File: src/mai_pkg.sv
// package of constants for the motor axis interface
package mai_pkg;
  // ****************************************
  // register offsets (byte addresses)
  // ****************************************
  localparam logic [7:0] MAI_OFF_CTRL = 8'h00;
  localparam logic [7:0] MAI_OFF_STATUS = 8'h04;
  localparam logic [7:0] MAI_OFF_POSITION = 8'h08;
  localparam logic [7:0] MAI_OFF_LATCH = 8'h0C;
  localparam logic [7:0] MAI_OFF_COMPARE = 8'h10;
  localparam logic [7:0] MAI_OFF_DAC = 8'h14;
  localparam logic [7:0] MAI_OFF_STEP_PERIOD = 8'h18;
  localparam logic [7:0] MAI_OFF_STEP_CMD = 8'h1C;
  localparam logic [7:0] MAI_OFF_CURRENT = 8'h20;
  localparam logic [7:0] MAI_OFF_WDOG = 8'h24;
  localparam logic [7:0] MAI_OFF_MICRO = 8'h28;
  // ****************************************
  // control register fields
  // ****************************************
  localparam int MAI_CTRL_STEPPER = 0;
  localparam int MAI_CTRL_PULSE_DIR = 1;
  localparam int MAI_CTRL_AMP_ON = 2;
  localparam int MAI_CTRL_IDLE_RED = 3;
  localparam int MAI_CTRL_CMP_EN = 4;
  localparam int MAI_CTRL_INDEX_ZERO = 5;
  localparam int MAI_CTRL_LATCH_ARM = 6;
  localparam int MAI_CTRL_LSRC_LO = 7;
  localparam int MAI_CTRL_RES_LO = 9;
  localparam logic [10:0] MAI_CTRL_RESET = 11'h000;
  // ****************************************
  // status register fields (sticky ones cleared by writing one, except tripped, which only reset clears)
  // ****************************************
  localparam int MAI_ST_TRIPPED = 0;
  localparam int MAI_ST_MOVING = 1;
  localparam int MAI_ST_LATCHED = 2;
  localparam int MAI_ST_CMP_HIT = 3;
  localparam int MAI_ST_FAULT_LO = 4;
  localparam int MAI_ST_STRAP = 8;
  localparam int MAI_ST_AMP_EN = 9;
  // ****************************************
  // current register fields
  // ****************************************
  localparam int MAI_CUR_CODE_LO = 0;
  localparam int MAI_CUR_STEP_GAIN_LO = 8;
  localparam int MAI_CUR_SERVO_GAIN_LO = 10;
  localparam logic [11:0] MAI_CUR_RESET = 12'h000;
  localparam logic [1:0] MAI_SERVO_GAIN_MAX = 2'h2;
  // ****************************************
  // step resolution codes and microsteps per step
  // ****************************************
  localparam logic [1:0] MAI_RES_FULL = 2'h0;
  localparam logic [1:0] MAI_RES_HALF = 2'h1;
  localparam logic [1:0] MAI_RES_QUARTER = 2'h2;
  localparam logic [1:0] MAI_RES_SIXTEENTH = 2'h3;
  localparam logic [9:0] MAI_USTEP_FULL = 10'h100;
  localparam logic [9:0] MAI_USTEP_HALF = 10'h080;
  localparam logic [9:0] MAI_USTEP_QUARTER = 10'h040;
  localparam logic [9:0] MAI_USTEP_SIXTEENTH = 10'h010;
  // ****************************************
  // timing
  // ****************************************
  localparam int MAI_CLK_HZ = 50000000;
  localparam int MAI_STEP_MAX_HZ = 3000000;
  localparam int MAI_PWM_HZ = 33000;
  localparam int MAI_STEP_MIN_CYC = (MAI_CLK_HZ + MAI_STEP_MAX_HZ - 1) / MAI_STEP_MAX_HZ;
  localparam int MAI_PWM_CYC = MAI_CLK_HZ / MAI_PWM_HZ;
  localparam int MAI_STEP_HIGH_CYC = MAI_STEP_MIN_CYC / 2;
  localparam int MAI_WDOG_TIMEOUT_MS = 100;
  localparam int MAI_WDOG_CYC = (MAI_CLK_HZ / 1000) * MAI_WDOG_TIMEOUT_MS;
  localparam logic [15:0] MAI_WDOG_KEY = 16'hA5C3;
  // boot lasts until the strap level has crossed both synchroniser flops
  localparam logic [1:0] MAI_BOOT_CYC = 2'h3;
endpackage

File: src/mai_axis.sv
// single-axis motor interface: encoder, latch, compare, step, servo word, watchdog
//
// Chosen here: the placing of the registers and the APB register port.
`timescale 1ns/1ps
module mai_axis
  import mai_pkg::*;
#(
  parameter int WDOG_CYC = MAI_WDOG_CYC
) (
  // clock and reset
  input wire logic pclk,
  input wire logic presetn,
  // apb slave
  input wire logic psel,
  input wire logic penable,
  input wire logic pwrite,
  input wire logic [7:0] paddr,
  input wire logic [31:0] pwdata,
  output logic [31:0] prdata,
  output logic pready,
  output logic pslverr,
  // encoder and latch pins
  input wire logic encoder_phase_a,
  input wire logic encoder_phase_b,
  input wire logic encoder_index,
  input wire logic [1:0] latch_in,
  // straps and amplifier fault pins
  input wire logic motor_off_strap,
  input wire logic [3:0] amp_fault_in,
  // motor outputs
  output logic step_out,
  output logic dir_out,
  output logic [15:0] dac_word,
  output logic pwm_out,
  output logic compare_out,
  output logic [6:0] phase_current,
  output logic [1:0] step_gain,
  output logic [1:0] servo_gain,
  output logic [1:0] step_resolution,
  output logic [9:0] micro_position,
  // supervision outputs
  output logic amplifier_enable_out,
  output logic error_led
);
  // ****************************************
  // input synchronisers
  // ****************************************
  logic [9:0] sync1;
  logic [9:0] sync2;
  logic [9:0] pins;
  assign pins = {motor_off_strap, amp_fault_in, latch_in, encoder_index, encoder_phase_b, encoder_phase_a};
  always_ff @(posedge pclk or negedge presetn) begin
    if (!presetn) begin
      sync1 <= 10'h000;
      sync2 <= 10'h000;
    end else begin
      sync1 <= pins;
      sync2 <= sync1;
    end
  end
  logic [9:0] prev;
  always_ff @(posedge pclk or negedge presetn) begin
    if (!presetn) begin
      prev <= 10'h000;
    end else begin
      prev <= sync2;
    end
  end
  wire logic ph_a = sync2[0];
  wire logic ph_b = sync2[1];
  wire logic [2:0] trig_rise = sync2[4:2] & ~prev[4:2];
  wire logic [3:0] faults = sync2[8:5];
  // ****************************************
  // registers
  // ****************************************
  logic [10:0] ctrl;
  logic [31:0] position;
  logic [31:0] latch_pos;
  logic [31:0] compare_val;
  logic [15:0] dac_reg;
  logic [15:0] step_period;
  logic [15:0] steps_left;
  logic step_dir;
  logic [11:0] current_reg;
  logic latched;
  logic cmp_hit;
  logic [3:0] fault_sticky;
  logic tripped;
  logic strap_seen;
  logic [31:0] wdog_cnt;
  // ****************************************
  // apb decode
  // ****************************************
  wire logic acc = psel & penable & ~pready;
  wire logic wr = acc & pwrite;
  wire logic hit_ctrl = paddr == MAI_OFF_CTRL;
  wire logic hit_status = paddr == MAI_OFF_STATUS;
  wire logic hit_pos = paddr == MAI_OFF_POSITION;
  wire logic hit_latch = paddr == MAI_OFF_LATCH;
  wire logic hit_cmp = paddr == MAI_OFF_COMPARE;
  wire logic hit_dac = paddr == MAI_OFF_DAC;
  wire logic hit_per = paddr == MAI_OFF_STEP_PERIOD;
  wire logic hit_cmd = paddr == MAI_OFF_STEP_CMD;
  wire logic hit_cur = paddr == MAI_OFF_CURRENT;
  wire logic hit_wdog = paddr == MAI_OFF_WDOG;
  wire logic hit_micro = paddr == MAI_OFF_MICRO;
  wire logic mapped = hit_ctrl | hit_status | hit_pos | hit_latch | hit_cmp | hit_dac | hit_per | hit_cmd
    | hit_cur | hit_wdog | hit_micro;
  wire logic moving = steps_left != 16'h0000;
  wire logic [9:0] status = {amplifier_enable_out, strap_seen, fault_sticky, cmp_hit, latched, moving, tripped};
  wire logic [31:0] rd_mux =
    hit_ctrl ? {21'h000000, ctrl} :
    hit_status ? {22'h000000, status} :
    hit_pos ? position :
    hit_latch ? latch_pos :
    hit_cmp ? compare_val :
    hit_dac ? {16'h0000, dac_reg} :
    hit_per ? {16'h0000, step_period} :
    hit_cmd ? {15'h0000, step_dir, steps_left} :
    hit_cur ? {20'h00000, current_reg} :
    hit_micro ? {22'h000000, micro_position} : 32'h00000000;
  always_ff @(posedge pclk or negedge presetn) begin
    if (!presetn) begin
      pready <= 1'b0;
      prdata <= 32'h00000000;
      pslverr <= 1'b0;
    end else begin
      pready <= acc;
      prdata <= (acc & ~pwrite) ? rd_mux : 32'h00000000;
      pslverr <= acc & ~mapped;
    end
  end
  // write strobe is registered with pready so the write lands on the completing edge
  logic wr_q;
  logic [7:0] addr_q;
  logic [31:0] wdata_q;
  always_ff @(posedge pclk or negedge presetn) begin
    if (!presetn) begin
      wr_q <= 1'b0;
      addr_q <= 8'h00;
      wdata_q <= 32'h00000000;
    end else begin
      wr_q <= wr;
      addr_q <= paddr;
      wdata_q <= pwdata;
    end
  end
  wire logic w_ctrl = wr_q & (addr_q == MAI_OFF_CTRL);
  wire logic w_status = wr_q & (addr_q == MAI_OFF_STATUS);
  wire logic w_pos = wr_q & (addr_q == MAI_OFF_POSITION);
  wire logic w_cmp = wr_q & (addr_q == MAI_OFF_COMPARE);
  wire logic w_dac = wr_q & (addr_q == MAI_OFF_DAC);
  wire logic w_per = wr_q & (addr_q == MAI_OFF_STEP_PERIOD);
  wire logic w_cmd = wr_q & (addr_q == MAI_OFF_STEP_CMD);
  wire logic w_cur = wr_q & (addr_q == MAI_OFF_CURRENT);
  wire logic kick = wr_q & (addr_q == MAI_OFF_WDOG) & (wdata_q[15:0] == MAI_WDOG_KEY);
  always_ff @(posedge pclk or negedge presetn) begin
    if (!presetn) begin
      ctrl <= MAI_CTRL_RESET;
      compare_val <= 32'h00000000;
      dac_reg <= 16'h0000;
      step_period <= 16'h0000;
      current_reg <= MAI_CUR_RESET;
    end else begin
      if (w_ctrl) ctrl <= wdata_q[10:0];
      if (w_cmp) compare_val <= wdata_q;
      if (w_dac) dac_reg <= wdata_q[15:0];
      if (w_per) step_period <= wdata_q[15:0];
      if (w_cur) current_reg <= wdata_q[11:0];
    end
  end
  // ****************************************
  // encoder decoding
  // ****************************************
  // gray index of {b,a}: 00,01,11,10 walks forward when a leads b
  wire logic [1:0] cur_q = {ph_b, ph_a ^ ph_b};
  wire logic [1:0] old_q = {prev[1], prev[0] ^ prev[1]};
  wire logic [1:0] qdiff = cur_q - old_q;
  wire logic q_up = qdiff == 2'h1;
  wire logic q_dn = qdiff == 2'h3;
  wire logic pd_edge = ph_a & ~prev[0];
  wire logic cnt_up = ctrl[MAI_CTRL_PULSE_DIR] ? (pd_edge & ~ph_b) : q_up;
  wire logic cnt_dn = ctrl[MAI_CTRL_PULSE_DIR] ? (pd_edge & ph_b) : q_dn;
  wire logic index_sync = trig_rise[0] & ctrl[MAI_CTRL_INDEX_ZERO];
  always_ff @(posedge pclk or negedge presetn) begin
    if (!presetn) begin
      position <= 32'h00000000;
    end else if (w_pos) begin
      position <= wdata_q;
    end else if (index_sync) begin
      position <= 32'h00000000;
    end else if (cnt_up) begin
      position <= position + 32'h00000001;
    end else if (cnt_dn) begin
      position <= position - 32'h00000001;
    end
  end
  // ****************************************
  // position latch and compare
  // ****************************************
  // source code 3 selects no trigger
  wire logic [3:0] trig_set = {1'b0, trig_rise};
  wire logic trig = trig_set[ctrl[MAI_CTRL_LSRC_LO +: 2]];
  wire logic latch_now = trig & ctrl[MAI_CTRL_LATCH_ARM] & ~latched;
  wire logic cmp_match = ctrl[MAI_CTRL_CMP_EN] & (position == compare_val);
  always_ff @(posedge pclk or negedge presetn) begin
    if (!presetn) begin
      latch_pos <= 32'h00000000;
      latched <= 1'b0;
      cmp_hit <= 1'b0;
      compare_out <= 1'b0;
    end else begin
      if (latch_now) latch_pos <= position;
      latched <= latch_now | (latched & ~(w_status & wdata_q[MAI_ST_LATCHED]));
      cmp_hit <= cmp_match | (cmp_hit & ~(w_status & wdata_q[MAI_ST_CMP_HIT]));
      compare_out <= cmp_match;
    end
  end
  // ****************************************
  // step generator and microstep sequencer
  // ****************************************
  wire logic stepper = ctrl[MAI_CTRL_STEPPER];
  wire logic [15:0] min_per = 16'(MAI_STEP_MIN_CYC);
  wire logic [15:0] eff_per = (step_period < min_per) ? min_per : step_period;
  wire logic [1:0] res = ctrl[MAI_CTRL_RES_LO +: 2];
  wire logic [9:0] ustep_inc =
    (res == MAI_RES_FULL) ? MAI_USTEP_FULL :
    (res == MAI_RES_HALF) ? MAI_USTEP_HALF :
    (res == MAI_RES_QUARTER) ? MAI_USTEP_QUARTER : MAI_USTEP_SIXTEENTH;
  logic [15:0] per_cnt;
  wire logic step_fire = stepper & moving & amplifier_enable_out & (per_cnt == 16'h0000);
  always_ff @(posedge pclk or negedge presetn) begin
    if (!presetn) begin
      steps_left <= 16'h0000;
      step_dir <= 1'b0;
      per_cnt <= 16'h0000;
      step_out <= 1'b0;
      dir_out <= 1'b0;
      micro_position <= 10'h000;
    end else begin
      if (w_cmd) begin
        steps_left <= wdata_q[15:0];
        step_dir <= wdata_q[16];
      end else if (step_fire) begin
        steps_left <= steps_left - 16'h0001;
      end
      if (step_fire) begin
        per_cnt <= eff_per - 16'h0001;
      end else if (per_cnt != 16'h0000) begin
        per_cnt <= per_cnt - 16'h0001;
      end
      if (step_fire) begin
        step_out <= 1'b1;
      end else if (per_cnt == eff_per - 16'(MAI_STEP_HIGH_CYC)) begin
        step_out <= 1'b0;
      end
      dir_out <= step_dir;
      if (step_fire) begin
        micro_position <= step_dir ? micro_position - ustep_inc : micro_position + ustep_inc;
      end
    end
  end
  // ****************************************
  // current settings and servo command
  // ****************************************
  wire logic [6:0] cur_code = current_reg[MAI_CUR_CODE_LO +: 7];
  wire logic idle_cut = ctrl[MAI_CTRL_IDLE_RED] & ~moving;
  wire logic [1:0] sg_req = current_reg[MAI_CUR_SERVO_GAIN_LO +: 2];
  logic [10:0] pwm_cnt;
  wire logic [15:0] dac_mag = dac_reg[15] ? ~dac_reg : dac_reg;
  always_ff @(posedge pclk or negedge presetn) begin
    if (!presetn) begin
      phase_current <= 7'h00;
      step_gain <= 2'h0;
      servo_gain <= 2'h0;
      step_resolution <= MAI_RES_FULL;
      dac_word <= 16'h0000;
      pwm_cnt <= 11'h000;
      pwm_out <= 1'b0;
    end else begin
      phase_current <= idle_cut ? {2'h0, cur_code[6:2]} : cur_code;
      step_gain <= current_reg[MAI_CUR_STEP_GAIN_LO +: 2];
      servo_gain <= (sg_req > MAI_SERVO_GAIN_MAX) ? MAI_SERVO_GAIN_MAX : sg_req;
      step_resolution <= res;
      dac_word <= (stepper | ~amplifier_enable_out) ? 16'h0000 : dac_reg;
      pwm_cnt <= (pwm_cnt == 11'(MAI_PWM_CYC - 1)) ? 11'h000 : pwm_cnt + 11'h001;
      pwm_out <= ~stepper & amplifier_enable_out
        & ({pwm_cnt, 4'h0} < 15'(({16'h0000, dac_mag[14:0]} * MAI_PWM_CYC) >> 11));
    end
  end
  // ****************************************
  // faults, watchdog and amplifier enable
  // ****************************************
  logic [1:0] boot_cnt;
  wire logic boot = boot_cnt != 2'h0;
  always_ff @(posedge pclk or negedge presetn) begin
    if (!presetn) begin
      fault_sticky <= 4'h0;
      boot_cnt <= MAI_BOOT_CYC;
      strap_seen <= 1'b0;
    end else begin
      fault_sticky <= faults | (fault_sticky & ~({4{w_status}} & wdata_q[MAI_ST_FAULT_LO +: 4]));
      if (boot) boot_cnt <= boot_cnt - 2'h1;
      // synchronisers hold zero in reset, so capture only once the pin has arrived
      if (boot_cnt == 2'h1) strap_seen <= sync2[9];
    end
  end
  wire logic wdog_expired = (wdog_cnt == 32'h00000000) & ~boot;
  always_ff @(posedge pclk or negedge presetn) begin
    if (!presetn) begin
      wdog_cnt <= 32'(WDOG_CYC);
      tripped <= 1'b0;
      amplifier_enable_out <= 1'b0;
      error_led <= 1'b1;
    end else begin
      if (kick) begin
        wdog_cnt <= 32'(WDOG_CYC);
      end else if (wdog_cnt != 32'h00000000) begin
        wdog_cnt <= wdog_cnt - 32'h00000001;
      end
      if (wdog_expired) tripped <= 1'b1;
      amplifier_enable_out <= ~tripped & ~wdog_expired & ~strap_seen & ~boot & ctrl[MAI_CTRL_AMP_ON]
        & (fault_sticky == 4'h0) & (faults == 4'h0);
      error_led <= tripped | wdog_expired;
    end
  end
endmodule

File: config.mk
export PLATFORM = sky130hd
export DESIGN_NAME = mai_axis
export DESIGN_NICKNAME = d
export VERILOG_FILES = /design/src/mai_pkg.sv /design/src/mai_axis.sv
export SDC_FILE = /design/constraint.sdc
export NUM_CORES = 1
export LEC_CHECK = 0
export BUFFER_PORTS_ARGS = -buffer_cell sky130_fd_sc_hd__buf_2
export CAP_MARGIN = 20
export CELL_PAD_IN_SITES_DETAIL_PLACEMENT = 1
export CELL_PAD_IN_SITES_GLOBAL_PLACEMENT = 1
export CORE_MARGIN = 3
export CORE_UTILIZATION = 53
export CTS_CLUSTER_DIAMETER = 200
export DETAILED_ROUTE_END_ITERATION = 16
export HOLD_SLACK_MARGIN = 0.15
export PLACE_DENSITY_LB_ADDON = 0.1
export SLEW_MARGIN = 10
export SYNTH_ARGS = -nofsm -noshare
export SYNTH_HDL_FRONTEND = slang
export SYNTH_SLANG_ARGS = --single-unit
File: constraint.sdc
create_clock -name pclk -period 16 [get_ports pclk]
set_input_delay 2.4 -clock pclk [delete_from_list [all_inputs] [get_ports pclk]]
set_output_delay 2.4 -clock pclk [all_outputs]
set_load 0.02 [all_outputs]
# Word-level counts from Yosys, hierarchy flattened

Index checks and enable logic that the tools add are counted.

Bits in registers: 382
Bits of input ports: 55
Output and inout port bits: 79
Logic and storage cells: 213

Add/subtract/negate cells: 12
$mul: 1
$lt $le $gt $ge: 4
Eq/ne operators: 27
Mux-type cells: 37
Bitwise logic cells: 77
Reduce and logical (&&, ||, !) cells: 16

Operators with widths:

| kind                   | number |
|---|---|
| $mux 32                | 12 |
| $mux 16                | 6 |
| $eq 8x5->1 const B     | 8 |
| $sub 32x1->32 const B  | 2 |
| $mux 17                | 3 |
| $sub 16x1->16 const B  | 3 |
| $eq 8x6->1 const B     | 5 |
| $and 1x1->1            | 39 |
| $add 32x1->32 const B  | 1 |
| $eq 32x32->1           | 1 |
| $logic_not 32->1       | 1 |
| $reduce_bool 16->1     | 2 |
| $reduce_bool 32->1     | 1 |
| $mul 15x11->26 const B | 1 |
| $eq 8x4->1 const B     | 3 |
| $mux 10                | 2 |
| $eq 16x16->1           | 1 |
| $eq 16x16->1 const B   | 1 |
| $eq 8x3->1 const B     | 2 |
| $logic_not 16->1       | 1 |
| $logic_not 8->1        | 2 |
| $lt 16x5->1 const B    | 1 |
| $sub 16x4->16 const B  | 1 |
| $lt 15x15->1           | 1 |
| 32 further kinds       | 74 |

# Depth between registers and ports, before layout

Gate-level depths: netlist (run 1).

Word-level depth: 13
Depth in mapped cells: 32
Mapped depth without buffers: 31

# Worst setup path after synthesis (run 1)

Ideal clock, no wire load.

Path kind: flip-flop to flip-flop
From: register dac_reg[15]
To: register pwm_out
Setup time: 0.104 ns
Arrival: 6.614 ns
Data required time: 15.896 ns
Path slack: 9.282 ns
Stages on the path, launching flop included: 30
Buffers on the path: 2
Period minus slack after synthesis: 6.718 ns
Path through: dfrtp_1 -> buf_1 -> buf_1 -> xnor2_1 -> nor2b_1 -> fa_1 -> fa_1 -> fa_1 -> inv_1 -> fa_1 -> inv_1 -> ha_1 -> or3_1 -> o221a_2 -> o311ai_0 -> a211oi_1 -> a31o_2 -> nor2_1 -> nor2b_1 -> nor2_1 -> xor2_1 -> ha_1 -> nor2b_1 -> o21ai_0 -> nand2b_1 -> a21oi_1 -> nor2b_1 -> o21ai_0 -> nand2b_1 -> a221oi_1

Cells in the longest elaborated chain, start to end: 4

RTL lines:

| element                | RTL line        | source |
|---|---|---|
| start, declared        | mai_axis.sv:80  | `logic [15:0] dac_reg;` |
| start signal, assigned | mai_axis.sv:167 | `if (w_dac) dac_reg <= wdata_q[15:0];` |
| $mux 15                | mai_axis.sv:270 | `wire logic [15:0] dac_mag = dac_reg[15] ? ~dac_reg : dac_reg;` |
| $mul 15x11->26         | mai_axis.sv:288 | `& ({pwm_cnt, 4'h0} < 15'(({16'h0000, dac_mag[14:0]} * MAI_PWM_CYC) >> 11));` |
| $lt 15x15->1           | mai_axis.sv:288 |  |
| $and 1x1->1            | mai_axis.sv:288 |  |
| end signal, assigned   | mai_axis.sv:287 | `pwm_out <= ~stepper & amplifier_enable_out` |
| end, declared          | mai_axis.sv:34  | `output logic pwm_out,` |

Every way passes these cells.
A chain may end at the register's enable or synchronous reset.

# Worst setup path in the final report (run 1)

Ends and elaborated chain as after synthesis.

==> flow_metrics.env, run 1 <==
export IMPL_ctsResizeCount=0
export IMPL_remaining_drc_errors=0
export IMPL_h_tree_depth=2
export IMPL_synthCells=2171
export IMPL_hpwl_mm=48.7
export IMPL_startpoint_type="flop"
export IMPL_cts_buffers=43
export IMPL_tritoncts="built"
export IMPL_initial_core_util_pct=54.3
export IMPL_cp_max_fo=15
export IMPL_synth_common_cells="dfrtp_1, nor2_1, inv_1"
export IMPL_vdd_drop_max_mv=0.0931
export IMPL_hold_violations=0
export IMPL_synthToLayoutAreaGrowth_pct=11.3
export IMPL_ys_types=89
export IMPL_power_switching_mw=0.955
export IMPL_critPathRequiredTime_ns=16.47
export IMPL_yosysMostFrequentCell="dfrtp_1"
export IMPL_finalPower_mw=2.90
export IMPL_power_leakage_nw=12.7
export IMPL_routed_wl_mm=68.7
export IMPL_die_area_um2=44900
export IMPL_place_gp_congestion=0.906
export IMPL_reg2reg_depth=28
export IMPL_cp_common_cell="fa_1"
export IMPL_ys_seq_elements=379
export IMPL_die_width_um=212
export IMPL_core_um2=41300
export IMPL_vias_per_cell=6.12
export IMPL_clkSinkCount=379
export IMPL_hold_path_class="flop to flop"
export IMPL_seq_power_share_pct=38.6
export IMPL_cts_root_buffer="clkbuf_16"
export IMPL_drv_slew=0
export IMPL_synth_ff_type="dfrtp_1"
export IMPL_gr_total_overflow=0
export IMPL_clk_pin_slew_worst_paths_ns=0.06
export IMPL_diodes=0
export IMPL_syn_area_um2=22400
export IMPL_synth_largest_area_cell="dfrtp_1"
export IMPL_pwr_share_clk_pct=34.9
export IMPL_fillers=4460
export IMPL_clk_latency_ns=0.59
export IMPL_hold_slack_ns=0.350
export IMPL_row_count=74
export IMPL_grt_pass1_wl_mm=109
export IMPL_worstPathArrival_ns=8.08
export IMPL_p_sw_share_pct=32.9
export IMPL_syn_avg_cell_area_um2=10.3
export IMPL_comb_power_share_pct=26.4
export IMPL_max_slew_margin_pct=31.2
export IMPL_setup_viol=0
export IMPL_path_class="flop to flop"
export IMPL_track_usage_pct=31.1
export IMPL_grt_pass1_vias=18800
export IMPL_rsz0062_at_grt="no"
export IMPL_post_cts_buffers=0
export IMPL_p_int_mw=1.95
export IMPL_seq_area_frac_synth_pct=42.3
export IMPL_antenna_found_initial=0
export IMPL_max_freq_mhz=131
export IMPL_synth_edf_count=0
export IMPL_drtIter0Drc=1172
export IMPL_drt_first_pass_iters=8
export IMPL_period_share_pct=47.6
export IMPL_holdBufCountCts=0
export IMPL_ant_nets=0
export IMPL_cts_buffer_depth=3
export IMPL_finalNetCount=2504
export IMPL_period_needed_ns=7.61
export IMPL_vias=17300
export IMPL_yosysWarnings=0
export IMPL_die_h_um=212
export IMPL_portBuffers=130
export IMPL_critical_path_endpoint_type="flop"
export IMPL_cap_violations=0
export IMPL_min_path_cells=0
export IMPL_crit_path_max_incr_delay_ns=0.62
export IMPL_powerDensity_nw_per_um2=116
export IMPL_synth_top_area_share_pct=41.0
export IMPL_setup_total_negative_slack_ns=0
export IMPL_synthTopCellsByArea="dfrtp_1, mux2_2, ha_1, fa_1, xor2_1"
export IMPL_finalClockSkew_ns=0.0261
export IMPL_slowest_stage="dfrtp_1"
export IMPL_drive_gt1_share_pct=18.4
export IMPL_pin_count=134
export IMPL_wl_per_cell_um=24.3
export IMPL_async_flop_share_pct=100
export IMPL_grt_max_degree=91
export IMPL_status="finished, final reports clean"
export IMPL_worstMarginPinSlew_ns=1.03
## path summary, 6_finish.rpt
kind / from / slack (ns) / to
setup / recovery: dac_reg[15]$_DFFE_PN0P_ / 8.39 / pwm_out$_DFF_PN0_
hold / removal: sync1[1]$_DFF_PN0_ / 0.35 / sync2[1]$_DFF_PN0_
setup reg to reg: dac_reg[15]$_DFFE_PN0P_ / 8.39 / pwm_out$_DFF_PN0_
hold reg to reg: sync1[1]$_DFF_PN0_ / 0.35 / sync2[1]$_DFF_PN0_
max in group asynchronous: presetn / 11.96 / prdata[2]$_DFF_PN0_
min in group asynchronous: presetn / 1.78 / step_out$_DFFE_PN0P_
## area by class of cell
class	instances	area, um^2	share of cell area, %
Sequential cell	379	9500	38.0
Tap cell	532	666	2.66
Multi-Input combinational cell	1537	12000	47.9
Timing Repair Buffer	155	848	3.40
Clock inverter	13	166	0.666
Inverter	149	559	2.24
Clock buffer	64	1280	5.11
## power groups by stage
| stage | logic (mW) | registers [mW] | clock network, mW |
|---|---|---|---|
| floorplan | 0.572 | 1.09 | 0 |
| global placement | 0.721 | 1.13 | 0 |
| detailed placement | 0.754 | 1.13 | 0 |
| CTS | 0.765 | 1.12 | 1.03 |
| global route | 0.861 | 1.13 | 1.07 |
| finish | 0.767 | 1.12 | 1.01 |
## layout by cell type, fill, tap and decap left out, types with 7 or more instances in the layout
cell | netlist | layout
inv_1 | 149 | 149
nand3_1 | 37 | 37
nand4_1 | 16 | 16
ha_1 | 128 | 128
nor4_1 | 27 | 27
and2_1 | 29 | 29
xnor2_1 | 80 | 80
mux2i_1 | 13 | 13
xor2_1 | 112 | 112
o211ai_1 | 7 | 7
nand2_1 | 137 | 137
and3_1 | 13 | 13
o21a_1 | 12 | 12
a22oi_1 | 40 | 40
buf_2 | 5 | 129
clkbuf_1 | 80 | 10
o21ai_0 | 83 | 83
clkbuf_16 | 0 | 44
nor2_1 | 178 | 177
a21oi_1 | 106 | 105
a21o_1 | 32 | 32
clkbuf_8 | 0 | 10
dfstp_2 | 11 | 11
a222oi_1 | 8 | 8
o21bai_1 | 8 | 8
a31oi_1 | 12 | 12
fa_1 | 56 | 56
or2_2 | 7 | 7
or3_1 | 18 | 18
a211oi_1 | 12 | 12
mux2_2 | 146 | 146
nor2b_1 | 16 | 16
dfrtp_1 | 368 | 368
buf_4 | 3 | 25
a221oi_1 | 20 | 20
nor3_1 | 43 | 41
nand2b_1 | 21 | 21
## through the flow
stage	area (um^2)	worst slack (ns)	cells	util, %
3_3_place_gp	23500	8.79	2751	57.0
6_report	25000	8.39	2829	60.5
5_1_grt	25000	7.86	2829	60.5
3_5_place_dp	23500	8.35	2752	57.0
2_1_floorplan	22500	9.28	2173	-
4_1_cts	25000	8.38	2829	60.5
## routing by layer
| layer | global-route usage, % | vias up | routed length, um |
|---|---|---|---|
| met3 | 4.80 | 131 | 3420 |
| met1 | 40.8 | 8963 | 29300 |
| met5 | 0 | - | 0 |
| met2 | 53.2 | 455 | 33900 |
| li1 | - | 7775 | - |
| met4 | 10.1 | 0 | 2150 |
## critical path: cells and delay by family (launching register included)
| family | cells | cell delay, ns |
|---|---|---|
| buf+inv | 3 | 0.42 |
| simple gates | 8 | 1.09 |
| xor+xnor | 2 | 0.70 |
| flops | 1 | 0.62 |
| fa+ha+maj | 7 | 2.93 |
| compound gates | 8 | 1.73 |
## kinds of logic (layout without fill, tap and decap cells)
kind of cell	count (synthesis)	after routing	synth area share (%)
mux	164	164	8.41
flops	379	379	42.3
fa+ha+maj	185	185	12.2
xor+xnor	192	192	7.49
other cells	1	3	0.0167
simple gates	584	584	12.8
buf+inv	257	381	4.45
compound gates	409	409	12.3
No activity file was read; power rests on OpenSTA's default activity.
==> inputs of run 2 (changes only) <==
Settings changed: CORE_UTILIZATION 53 to 49.
Clock period 16 ns to 7.1 ns, I/O delays scaled along.
==> run 2 against run 1 <==
Routed wire length is 0.63% lower. Clock power is 140% higher. Cell count is 2.8% higher. Via count is 0.25% lower. Utilization is 3.9 points lower. Flip-flop and latch count stayed put. Sequential share of layout area is 0.48 points lower. Clock skew is 0.0036 ns lower. Cell area is 1.3% higher. Count of clock-buffer cells in the layout is 4 lower. Critical path type unchanged. Critical endpoint unchanged. Largest cell class unchanged.
==> flow_metrics.env, run 2 (same netlist as run 1, synthesis figures left out) <==
export IMPL_finalClockSkew_ns=0.0224
export IMPL_clkSinkCount=379
export IMPL_grt_pass1_wl_mm=106
export IMPL_portBuffers=130
export IMPL_setup_viol=0
export IMPL_worst_path_buf_inv=3
export IMPL_vias_per_cell=5.94
export IMPL_reg2reg_depth=24
export IMPL_period_needed_ns=6.81
export IMPL_worstMarginPinSlew_ns=1.10
export IMPL_cts_root_buffer="clkbuf_16"
export IMPL_powerDensity_nw_per_um2=263
export IMPL_slowest_stage="fa_1"
export IMPL_crit_path_max_incr_delay_ns=0.56
export IMPL_die_area_um2=48400
export IMPL_antenna_found_initial=2
export IMPL_grt_pass1_vias=18700
export IMPL_final_cell_mix="dfrtp_1, nor2_1, inv_1"
export IMPL_finalNetCount=2518
export IMPL_drtIter0Drc=1185
export IMPL_fin_ws_ns=0.287
export IMPL_hold_violations=0
export IMPL_drv_slew=0
export IMPL_clk_pin_slew_worst_paths_ns=0.06
export IMPL_remaining_drc_errors=0
export IMPL_h_tree_depth=2
export IMPL_holdBufCountCts=0
export IMPL_max_slew_margin_pct=26.4
export IMPL_path_cells="buf_4, xor2_2, ha_1, nand2b_1, ha_1, fa_1, fa_1, inv_1, fa_1, inv_1, ha_1, or3_1, o221a_2, o311ai_1, a211oi_2, a311o_1, and3_1, a21o_1, a21oi_1, xor2_1, ha_1, nand4_1, o311ai_0, a221oi_2"
export IMPL_cp_common_cell="ha_1"
export IMPL_place_ws_ns=-0.0207
export IMPL_tritoncts="built"
export IMPL_vdd_drop_max_mv=0.281
export IMPL_multiInputGateArea_um2=12000
export IMPL_critPathTopFamily="adder cells"
export IMPL_place_gp_congestion=0.897
export IMPL_hpwl_mm=48.6
export IMPL_vias=17300
export IMPL_finalPower_mw=6.66
export IMPL_critPathRequiredTime_ns=7.54
export IMPL_grt_max_degree=175
export IMPL_gr_total_overflow=0
export IMPL_layout_commonest_cell="dfrtp_1"
export IMPL_cp_max_fo=9
export IMPL_synthToLayoutAreaGrowth_pct=12.8
export IMPL_pin_count=134
export IMPL_period_share_pct=96.0
export IMPL_status="finished, final reports clean"
export IMPL_diodes=0
export IMPL_worstPathArrival_ns=7.25
export IMPL_initial_core_util_pct=50.2
export IMPL_track_usage_pct=28.4
export IMPL_die_h_um=220
export IMPL_critical_path_endpoint_type="flop"
export IMPL_setup_total_negative_slack_ns=0
export IMPL_ant_nets=0
export IMPL_cap_violations=0
export IMPL_fillers=4887
export IMPL_cts_buffers=44
export IMPL_max_freq_mhz=147
export IMPL_wl_per_cell_um=23.5
export IMPL_drt_first_pass_iters=6
export IMPL_drive_gt1_share_pct=19.4
export IMPL_clk_latency_ns=0.59
export IMPL_die_width_um=220
export IMPL_worstSetupPathDepth=24
export IMPL_min_path_cells=0
export IMPL_startpoint_type="flop"
export IMPL_core_um2=44700
export IMPL_hold_path_class="flop to flop"
export IMPL_routed_wl_mm=68.2
export IMPL_power_leakage_nw=12.8
export IMPL_row_count=77
export IMPL_seqCellArea_um2=9500
export IMPL_path_class="flop to flop"
export IMPL_cts_buffer_depth=3
## run 2: cell types whose count changed in the layout (fill, tap and decap cells not counted), moves of 2 or more
cell / previous run / this run
xor2_1: 112 / 110
bufinv_16: 3 / 6
inv_6: 3 / 1
xor2_2: 0 / 2
clkinv_2: 5 / 8
clkinv_4: 1 / 3
clkinvlp_4: 0 / 2
clkbuf_1: 10 / 8
buf_4: 25 / 36
clkbuf_8: 10 / 8
## run 2: layout make-up
cell class / count / share of cell area, %
Inverter: 149 / 2.21
Timing Repair Buffer: 168 / 3.80
Clock buffer: 60 / 4.90
Tap cell: 592 / 2.93
Sequential cell: 379 / 37.5
Multi-Input combinational cell: 1537 / 47.4
Clock inverter: 22 / 1.21
## run 2: worst register-to-register path: cells and delay by family (launching register included)
family / cells / cell delay [ns]
adder cells (fa/ha/maj): 7 / 2.66
AND/OR/NAND/NOR: 4 / 0.89
buffers and inverters: 3 / 0.33
XOR/XNOR: 2 / 0.28
AO/OA/AOI/OAI: 8 / 2.03
flip-flops: 1 / 0.49
## run 2: path summary, 6_finish.rpt
path / startpoint / to / slack, ns
max in group asynchronous: presetn / dac_reg[15]$_DFFE_PN0P_ / 5.21
min reg2reg: sync1[0]$_DFF_PN0_ / sync2[0]$_DFF_PN0_ / 0.35
min: sync1[0]$_DFF_PN0_ / sync2[0]$_DFF_PN0_ / 0.35
max reg2reg: dac_reg[15]$_DFFE_PN0P_ / pwm_out$_DFF_PN0_ / 0.29
min in group asynchronous: presetn / per_cnt[4]$_DFFE_PN0P_ / 0.44
max: dac_reg[15]$_DFFE_PN0P_ / pwm_out$_DFF_PN0_ / 0.29
## run 2: per-stage QoR
stage	instances	instance area (um^2)	hold WS, ns	utilization [%]
2_1_floorplan	2173	22500	0.331	-
3_3_place_gp	2823	23700	0.332	53.0
3_5_place_dp	2824	23700	0.336	53.1
4_1_cts	2906	25300	0.348	56.5
5_1_grt	2907	25300	0.360	56.6
6_report	2907	25300	0.348	56.6
## run 2: repair_timing
| action | in CTS | in global routing |
|---|---|---|
| pin swaps | 0 | 1 |
| setup endpoints to repair | 1 | 1 |
| resized for setup | 1 | 7 |
| buffers inserted | 0 | 1 |
## run 2: where the power goes
group / total (mW) / internal (mW) / switching (mW)
registers: 2.52 / 2.30 / 0.216
clock network: 2.42 / 1.46 / 0.965
logic: 1.72 / 0.732 / 0.989
## run 2: per-layer routing
metal,vias up,share of wire (%),GRT usage [%]
met3,148,5.7,5.02
met4,2,3.9,10.5
met2,487,48,47.9
met5,-,0.019,0
li1,7795,-,-
met1,8848,43,36.7
